==> src/common/mflm_pkg.sv <==
// Contract
// - frame length field resets to 1518 octets, value 0x05EE
// - writable 16-bit frame length limit drives the receive path restriction
// - upper sixteen bits of all three registers read as zero
// - 16/32-bit accesses allowed incl. set/clear/invert; byte writes ignored
// - writing write-data register launches management write with held addresses
// - completed management read places PHY data into read-data register
// - management interface configures and queries the external PHY
package mflm_pkg;
    localparam logic [11:0] MFLM_OFS_MAXF = 12'h000;
    localparam logic [11:0] MFLM_OFS_MADR = 12'h010;
    localparam logic [11:0] MFLM_OFS_MCMD = 12'h020;
    localparam logic [11:0] MFLM_OFS_MGMT_WRITE_WORD = 12'h030;
    localparam logic [11:0] MFLM_OFS_MGMT_READ_WORD = 12'h040;
    localparam logic [11:0] MFLM_OFS_MIND = 12'h050;
    localparam logic [3:0] MFLM_ALIAS_CLR = 4'h4;
    localparam logic [3:0] MFLM_ALIAS_SET = 4'h8;
    localparam logic [3:0] MFLM_ALIAS_INV = 4'hC;
    localparam logic [15:0] MFLM_MAXF_RESET = 16'h05EE;
    localparam logic [15:0] MFLM_ZERO16 = 16'h0000;
    localparam int MFLM_ADDR_REG_POS = 0;
    localparam int MFLM_ADDR_PHY_POS = 8;
    localparam int MFLM_CMD_READ_POS = 0;
    localparam int MFLM_IND_BUSY_POS = 0;
    localparam int MFLM_MDC_DIV = 10;
    localparam int MFLM_FRAME_BITS = 64;
    localparam int MFLM_PREAMBLE_BITS = 32;
    localparam int MFLM_TA_FIRST = 46;
    localparam int MFLM_DATA_FIRST = 48;

    typedef struct packed {
        logic        go;
        logic        read;
        logic [4:0]  phy;
        logic [4:0]  reg_addr;
        logic [15:0] wdata;
    } mflm_mgmt_req_t;

    typedef struct packed {
        logic        done;
        logic        busy;
        logic [15:0] rdata;
    } mflm_mgmt_rsp_t;

    typedef struct packed {
        logic mdc;
        logic mdio_out;
        logic mdio_oe;
    } mflm_mdio_pins_t;
endpackage

==> src/hw/mflm_top.sv <==
module mflm_top (
    input wire logic clk,
    input wire logic nrst,
    input wire logic hsel,
    input wire logic [31:0] haddr,
    input wire logic [1:0] htrans,
    input wire logic hwrite,
    input wire logic [2:0] hsize,
    input wire logic [31:0] hwdata,
    input wire logic hready,
    output logic [31:0] hrdata,
    output logic hreadyout,
    output logic hresp,
    output logic [15:0] max_frame_len,
    output logic mdc,
    output logic mdio_out,
    output logic mdio_oe,
    input wire logic mdio_in
);
    typedef struct packed {
        logic        dp_valid;
        logic        dp_write;
        logic [11:0] dp_addr;
        logic [2:0]  dp_size;
        logic [15:0] maxf;
        logic [15:0] mgmt_write_word;
        logic [15:0] mgmt_read_word;
        logic [15:0] mgmt_phy_reg_address;
        logic [15:0] cmd;
        logic        launch;
        logic [31:0] rdata;
    } mflm_top_state_t;

    mflm_top_state_t s;
    mflm_top_state_t next_s;
    mflm_pkg::mflm_mgmt_req_t req;
    mflm_pkg::mflm_mgmt_rsp_t rsp;
    mflm_pkg::mflm_mdio_pins_t pins;
    logic [15:0] wr_half;
    logic [1:0] lanes;
    logic [15:0] cur_val;
    logic [15:0] new_val;
    logic [11:0] reg_base;
    logic [3:0] alias_sel;
    logic [11:0] ap_base;
    logic addr_ok;
    logic size_ok;

    // data phase decode; ap_base decodes the address phase for reads
    assign reg_base = {s.dp_addr[11:4], 4'h0};
    assign alias_sel = {s.dp_addr[3:2], 2'b00};
    assign ap_base = {haddr[11:4], 4'h0};
    // byte writes are dropped; upper half of a word never stored
    assign size_ok = (s.dp_size == 3'b001) || (s.dp_size == 3'b010);
    assign wr_half = (s.dp_size == 3'b001 && s.dp_addr[1]) ? hwdata[31:16] : hwdata[15:0];
    assign lanes = (s.dp_size == 3'b001 && s.dp_addr[1]) ? 2'b00 : 2'b11;

    always_comb
    begin
        addr_ok = 1'b1;
        case (reg_base)
            mflm_pkg::MFLM_OFS_MAXF: cur_val = s.maxf;
            mflm_pkg::MFLM_OFS_MADR: cur_val = s.mgmt_phy_reg_address;
            mflm_pkg::MFLM_OFS_MCMD: cur_val = s.cmd;
            mflm_pkg::MFLM_OFS_MGMT_WRITE_WORD: cur_val = s.mgmt_write_word;
            mflm_pkg::MFLM_OFS_MGMT_READ_WORD: cur_val = s.mgmt_read_word;
            mflm_pkg::MFLM_OFS_MIND: cur_val = {15'h0000, rsp.busy};
            default:
            begin
                cur_val = mflm_pkg::MFLM_ZERO16;
                addr_ok = 1'b0;
            end
        endcase
    end

    mflm_alias_unit u_alias (
        .cur(cur_val),
        .wdata(wr_half),
        .lanes(lanes),
        .alias_sel(alias_sel),
        .result(new_val)
    );

    always_comb
    begin
        next_s = s;
        next_s.launch = 1'b0;
        if (hready)
        begin
            next_s.dp_valid = hsel && htrans[1];
            next_s.dp_write = hwrite;
            next_s.dp_addr = haddr[11:0];
            next_s.dp_size = hsize;
        end
        if (s.dp_valid && s.dp_write && size_ok && addr_ok)
        begin
            case (reg_base)
                mflm_pkg::MFLM_OFS_MAXF: next_s.maxf = new_val;
                mflm_pkg::MFLM_OFS_MADR: next_s.mgmt_phy_reg_address = new_val;
                mflm_pkg::MFLM_OFS_MCMD:
                begin
                    next_s.cmd = new_val;
                    // any write that leaves the read bit set starts a read cycle; ignored while busy
                    if (new_val[mflm_pkg::MFLM_CMD_READ_POS] && !rsp.busy)
                        next_s.launch = 1'b1;
                end
                mflm_pkg::MFLM_OFS_MGMT_WRITE_WORD:
                begin
                    next_s.mgmt_write_word = new_val;
                    next_s.cmd[mflm_pkg::MFLM_CMD_READ_POS] = 1'b0;
                    next_s.launch = !rsp.busy;
                end
                mflm_pkg::MFLM_OFS_MGMT_READ_WORD: next_s.mgmt_read_word = new_val;
                default: next_s.launch = 1'b0;
            endcase
        end
        // hardware update beats a same-cycle software write
        if (rsp.done && s.cmd[mflm_pkg::MFLM_CMD_READ_POS])
            next_s.mgmt_read_word = rsp.rdata;
        // loaded at the address edge so it stands in the data phase; next_s forwards writes
        if (hready && hsel && htrans[1] && !hwrite)
        begin
            case (ap_base)
                mflm_pkg::MFLM_OFS_MAXF: next_s.rdata = {16'h0000, next_s.maxf};
                mflm_pkg::MFLM_OFS_MADR: next_s.rdata = {16'h0000, next_s.mgmt_phy_reg_address};
                mflm_pkg::MFLM_OFS_MCMD: next_s.rdata = {16'h0000, next_s.cmd};
                mflm_pkg::MFLM_OFS_MGMT_WRITE_WORD: next_s.rdata = {16'h0000, next_s.mgmt_write_word};
                mflm_pkg::MFLM_OFS_MGMT_READ_WORD: next_s.rdata = {16'h0000, next_s.mgmt_read_word};
                mflm_pkg::MFLM_OFS_MIND:
                    next_s.rdata = {16'h0000, 15'h0000, rsp.busy | s.launch | next_s.launch};
                default: next_s.rdata = 32'h00000000;
            endcase
            // upper half reads as zero
            if (haddr[1])
                next_s.rdata = 32'h00000000;
        end
    end

    always_ff @(posedge clk or negedge nrst)
    begin
        if (!nrst)
        begin
            s <= '0;
            s.maxf <= mflm_pkg::MFLM_MAXF_RESET;
        end
        else
            s <= next_s;
    end

    always_comb
    begin
        req.go = s.launch;
        req.read = s.cmd[mflm_pkg::MFLM_CMD_READ_POS];
        req.phy = s.mgmt_phy_reg_address[mflm_pkg::MFLM_ADDR_PHY_POS +: 5];
        req.reg_addr = s.mgmt_phy_reg_address[mflm_pkg::MFLM_ADDR_REG_POS +: 5];
        req.wdata = s.mgmt_write_word;
    end

    mflm_mdio_master u_mdio (
        .clk(clk),
        .nrst(nrst),
        .req(req),
        .rsp(rsp),
        .pins(pins),
        .mdio_in(mdio_in)
    );

    // outputs come from single flops or constants; pins come from flops inside the serial engine
    assign hrdata = s.rdata;
    assign hreadyout = 1'b1;
    assign hresp = 1'b0;
    assign max_frame_len = s.maxf;
    assign mdc = pins.mdc;
    assign mdio_out = pins.mdio_out;
    assign mdio_oe = pins.mdio_oe;
endmodule

==> src/hw/mflm_mdio_master.sv <==
module mflm_mdio_master (
    input wire logic clk,
    input wire logic nrst,
    input wire mflm_pkg::mflm_mgmt_req_t req,
    output mflm_pkg::mflm_mgmt_rsp_t rsp,
    output mflm_pkg::mflm_mdio_pins_t pins,
    input wire logic mdio_in
);
    typedef struct packed {
        logic        active;
        logic        read;
        logic [7:0]  div;
        logic [6:0]  bit_idx;
        logic [31:0] shift;
        logic [15:0] rdata;
        logic        done;
        logic        mdc;
        logic        mdio_out;
        logic        mdio_oe;
    } mflm_mdio_state_t;

    localparam logic [7:0] DIV_LAST = 8'(mflm_pkg::MFLM_MDC_DIV - 1);
    localparam logic [6:0] BITS_LAST = 7'(mflm_pkg::MFLM_FRAME_BITS - 1);
    localparam logic [6:0] PRE_BITS = 7'(mflm_pkg::MFLM_PREAMBLE_BITS);
    localparam logic [6:0] TA_FIRST = 7'(mflm_pkg::MFLM_TA_FIRST);
    localparam logic [6:0] DATA_FIRST = 7'(mflm_pkg::MFLM_DATA_FIRST);

    mflm_mdio_state_t s;
    mflm_mdio_state_t next_s;

    always_comb
    begin
        next_s = s;
        next_s.done = 1'b0;
        if (!s.active)
        begin
            if (req.go)
            begin
                // start, opcode, phy, reg, turnaround, data
                next_s.active = 1'b1;
                next_s.read = req.read;
                next_s.div = 8'h00;
                next_s.bit_idx = 7'h00;
                next_s.shift = {2'b01, req.read ? 2'b10 : 2'b01, req.phy, req.reg_addr,
                    2'b10, req.wdata};
                next_s.mdio_oe = 1'b1;
                next_s.mdio_out = 1'b1;
                next_s.mdc = 1'b0;
            end
        end
        else if (s.div == DIV_LAST)
        begin
            // falling edge of mdc: present next bit; phy samples on rising
            next_s.div = 8'h00;
            next_s.mdc = 1'b0;
            if (s.bit_idx == BITS_LAST)
            begin
                next_s.active = 1'b0;
                next_s.mdio_oe = 1'b0;
                next_s.done = 1'b1;
            end
            else
            begin
                next_s.bit_idx = s.bit_idx + 7'h01;
                if (s.bit_idx + 7'h01 >= PRE_BITS)
                begin
                    next_s.mdio_out = s.shift[31];
                    next_s.shift = {s.shift[30:0], 1'b0};
                end
                // release the line for turnaround and data on reads
                next_s.mdio_oe = !(s.read && (s.bit_idx + 7'h01 >= TA_FIRST));
            end
        end
        else
        begin
            next_s.div = s.div + 8'h01;
            if (s.div == 8'(mflm_pkg::MFLM_MDC_DIV / 2 - 1))
            begin
                next_s.mdc = 1'b1;
                if (s.read && s.bit_idx >= DATA_FIRST)
                    next_s.rdata = {s.rdata[14:0], mdio_in};
            end
        end
    end

    always_ff @(posedge clk or negedge nrst)
    begin
        if (!nrst)
            s <= '0;
        else
            s <= next_s;
    end

    assign rsp.done = s.done;
    assign rsp.busy = s.active;
    assign rsp.rdata = s.rdata;
    assign pins.mdc = s.mdc;
    assign pins.mdio_out = s.mdio_out;
    assign pins.mdio_oe = s.mdio_oe;
endmodule

==> src/hw/mflm_alias_unit.sv <==
module mflm_alias_unit (
    input wire logic [15:0] cur,
    input wire logic [15:0] wdata,
    input wire logic [1:0] lanes,
    input wire logic [3:0] alias_sel,
    output logic [15:0] result
);
    logic [15:0] merged;
    logic [15:0] mask;

    always_comb
    begin
        mask = {{8{lanes[1]}}, {8{lanes[0]}}};
        case (alias_sel)
            mflm_pkg::MFLM_ALIAS_CLR: merged = cur & ~wdata;
            mflm_pkg::MFLM_ALIAS_SET: merged = cur | wdata;
            mflm_pkg::MFLM_ALIAS_INV: merged = cur ^ wdata;
            default: merged = wdata;
        endcase
        result = (merged & mask) | (cur & ~mask);
    end
endmodule

==> config.mk <==
export PLATFORM = sky130hd
export DESIGN_NAME = mflm_top
export DESIGN_NICKNAME = d
export VERILOG_FILES = /design/src/common/mflm_pkg.sv /design/src/hw/mflm_top.sv /design/src/hw/mflm_mdio_master.sv /design/src/hw/mflm_alias_unit.sv
export SDC_FILE = /design/constraint.sdc
export NUM_CORES = 1
export LEC_CHECK = 0
export BUFFER_PORTS_ARGS = -buffer_cell sky130_fd_sc_hd__buf_4
export CELL_PAD_IN_SITES_DETAIL_PLACEMENT = 1
export CELL_PAD_IN_SITES_GLOBAL_PLACEMENT = 2
export CORE_ASPECT_RATIO = 1.2
export CORE_UTILIZATION = 30
export DETAILED_ROUTE_END_ITERATION = 10
export PLACE_DENSITY = 0.74
export SLEW_MARGIN = 25
export SYNTH_ARGS = -nofsm -noshare
export SYNTH_HDL_FRONTEND = slang
export SYNTH_SLANG_ARGS = --single-unit
==> constraint.sdc <==
create_clock -name clk -period 4.2 [get_ports clk]
set_input_delay 0.84 -clock clk [delete_from_list [all_inputs] [get_ports clk]]
set_output_delay 0.84 -clock clk [all_outputs]
set_load 0.01 [all_outputs]
==> results.sh <==
export IMPL_clock_sinks=182
export IMPL_finalClockSkew_ns=0.0137
export IMPL_cts_resized=0
export IMPL_yosysSeqAreaShare=0.419
export IMPL_layout_nets=1281
export IMPL_track_usage=0.191
export IMPL_crit_slowest_cell="or4_4"
export IMPL_synth_main_ff_cell="dfrtp_1"
export IMPL_crit_required_ns=4.53
export IMPL_fin_util=0.348
export IMPL_tritoncts="built"
export IMPL_globalplace_congestion=0.867
export IMPL_grt_max_degree=107
export IMPL_fillers=4073
export IMPL_grt_pass1_vias=9270
export IMPL_critPathLaunchType="flip-flop"
export IMPL_cts_hold_buffers=0
export IMPL_tightest_slew_ns=0.968
export IMPL_die_x_um=176
export IMPL_ir_drop_mv=0.207
export IMPL_antennaDiodeCount=0
export IMPL_numCtsBuffers=17
export IMPL_instances_no_fill=1649
export IMPL_routedWlPerCell_um=20.5
export IMPL_yosys_area_top_type="dfrtp_1"
export IMPL_cap_violations=0
export IMPL_period_share=0.894
export IMPL_antenna_found_initial=0
export IMPL_final_hold_viol_count=0
export IMPL_die_area_um2=37100
export IMPL_power_static_leakage_nw=5.32
export IMPL_route_detailed_drc=0
export IMPL_path_buf_inv=2
export IMPL_dp_cells=1617
export IMPL_viasPerCell=5.37
export IMPL_tns_ns=0
export IMPL_cts_root_buffer="clkbuf_16"
export IMPL_netlist_instances=1123
export IMPL_internal_power_w=0.00286
export IMPL_max_freq_mhz=266
export IMPL_rrSetupSlack_ns=0.44
export IMPL_cts_setup_buffers=0
export IMPL_synth_avg_cell_area_um2=9.70
export IMPL_die_h_um=211
export IMPL_core_um2=35800
export IMPL_synth_enable_flop_cells=0
export IMPL_htreeDepth=4
export IMPL_slew_headroom=0.353
export IMPL_p_total_w=0.00389
export IMPL_period_needed_ns=3.76
export IMPL_core_rowCount=76
export IMPL_cp_top_family="simple AND/OR/NAND/NOR gates"
export IMPL_wirelength_mm=33.8
export IMPL_ys_ff_latch=182
export IMPL_firstDrtPassIters=4
export IMPL_drive_above_1_share=0.206
export IMPL_synth_top_area_share=0.400
export IMPL_cp_max_fo=14
export IMPL_p_switching_w=0.00103
export IMPL_setup_viol=0
export IMPL_port_buffers=87
export IMPL_grt_busiest_layer="met2"
export IMPL_syn_cell_area_um2=10900
export IMPL_yosysWarnings=0
export IMPL_cp_slowest_stage_delay_ns=0.71
export IMPL_start_util=0.304
export IMPL_synthTopCellsByArea="dfrtp_1, mux4_2, ha_1"
export IMPL_grt_ovfl_total=0
export IMPL_status="finished, final reports clean"
export IMPL_use_met2=0.320
export IMPL_place_hpwl_mm=25.1
export IMPL_slew_viol_final=0
export IMPL_path_class="flip-flop to flip-flop"
export IMPL_io_pins=128
export IMPL_seq_power_share=0.473
export IMPL_power_density_nw_per_um2=311
export IMPL_p_clk_frac=0.407
export IMPL_clk_pin_slew_ns=0.07
export IMPL_grt_pass1_wl_mm=54.3
export IMPL_hold_class="input port to asynchronous set/reset pin"
export IMPL_worstSkewPairLatency_ns=0.45
export IMPL_synthDistinctLibCells=73
export IMPL_crit_arrival_ns=4.09
export IMPL_async_flop_share=1.00
export IMPL_area_delta_synth_final_pct=14.7
export IMPL_endpoint_kind="flip-flop"
export IMPL_met1_usage=0.255
export IMPL_power_frac_comb=0.120
export IMPL_drt_iter0_markers=592
export IMPL_crit_chain="or4_4, nor3_2, a221o_1, inv_1, ha_1, mux4_2, nand2_1, a21boi_0, buf_4, o211ai_1, a21o_1"
export IMPL_met3_usage=0.0290
export IMPL_clock_path_buffers=2
export IMPL_ant_nets=0
export IMPL_rsz0062_at_grt="false"
export IMPL_swShare=0.265
export IMPL_routed_via_count=8852
-- cell usage in the layout, fill, tap and decap left out, types with 25 or more instances in the layout --
| master | count |
|---|---|
| dfrtp_1 | 174 |
| buf_4 | 128 |
| nand2_1 | 102 |
| nor2_1 | 91 |
| o21ai_0 | 76 |
| a21oi_1 | 57 |
| a22oi_1 | 51 |
| mux2i_1 | 46 |
| inv_1 | 41 |
| ha_1 | 38 |
| mux2_2 | 36 |
| o22ai_1 | 29 |
| nand3_1 | 25 |
-- per-stage QoR --
stage	hold slack [ns]	setup slack [ns]	cell area, um2
finish	0.486	0.444	12500
global route	0.525	0.299	12500
CTS	0.502	0.437	12500
detailed placement	0.486	0.454	11900
global placement	0.476	0.520	11900
floorplan	0.450	0.658	10900
-- synthesized netlist by cell type, drive strengths merged (6+ instances only) --
| master | n |
|---|---|
| a21o | 15 |
| nor2 | 94 |
| a22oi | 51 |
| nand2 | 103 |
| a21oi | 57 |
| a211oi | 23 |
| buf | 69 |
| a211o | 6 |
| mux4 | 22 |
| o211ai | 9 |
| a22o | 16 |
| o21ai | 87 |
| and3 | 11 |
| dfstp | 8 |
| nand3 | 25 |
| ha | 38 |
| nor3 | 16 |
| o22ai | 29 |
| mux2 | 36 |
| nor2b | 7 |
| clkbuf | 52 |
| inv | 42 |
| mux2i | 46 |
| nand2b | 6 |
| dfrtp | 174 |
-- logic make-up (layout without fill, tap and decap cells) --
logic type	after synthesis	in the layout	share of synthesized area
flip-flops	182	182	0.419
multiplexers	104	104	0.125
XOR/XNOR	9	9	0.00724
other	2	18	0.000690
buffers and inverters	163	205	0.0765
AO/OA/AOI/OAI	325	325	0.194
adder cells (fa/ha/maj)	38	38	0.0437
AND/OR/NAND/NOR	300	300	0.134
-- flip-flops by register name (all words and copies together) (netlist names) --
register / flops
alias_sel: 2
hrdata: 16
max_frame_len: 16
reg_base: 8
req: 28
s: 43
u_mdio.pins: 3
u_mdio.rsp: 18
u_mdio.s: 48
-- worst reg2reg max path, delay by kind of cell, from the launching register on --
kind | cells | cell delay, ns
simple gates | 3 | 1.37
fa+ha+maj | 1 | 0.27
buf+inv | 2 | 0.25
compound gates | 4 | 0.86
mux | 1 | 0.48
flops | 1 | 0.42
-- layer usage --
layer / vias up / wire length [um]
li1: 4119 / -
met1: 4532 / 15500
met2: 171 / 16600
met3: 30 / 1110
met4: 0 / 540
met5: - / 0
-- final timing paths --
kind / from / endpoint / depth (start not counted)
max reg2reg: reg_base[9] / hrdata[1] / 11
min in group clk: u_mdio.s[51] / u_mdio.pins[1] / 2
max: reg_base[9] / hrdata[1] / 11
max in group asynchronous: nrst / max_frame_len[1] / 2
min: nrst / max_frame_len[15] / 1
min reg2reg: u_mdio.s[51] / u_mdio.pins[1] / 2
-- power by group through the flow --
| stage | clock network (W) | logic, W | registers [W] |
|---|---|---|---|
| after floorplan | 0 | 0.000290 | 0.00184 |
| after global placement | 0 | 0.000457 | 0.00187 |
| after detailed placement | 0 | 0.000469 | 0.00187 |
| after CTS | 0.00163 | 0.000471 | 0.00184 |
| after global routing | 0.00168 | 0.000515 | 0.00184 |
| final | 0.00158 | 0.000467 | 0.00184 |
-- final cells by class --
cell class	count	area, um2	share of cell area
Clock buffer	25	495	0.0397
Clock inverter	7	70.1	0.00561
Inverter	42	158	0.0126
Multi-Input combinational cell	794	5600	0.448
Sequential cell	182	4560	0.366
Tap cell	468	586	0.0469
Timing Repair Buffer	131	1010	0.0813
(Power assumes the default switching activity.)
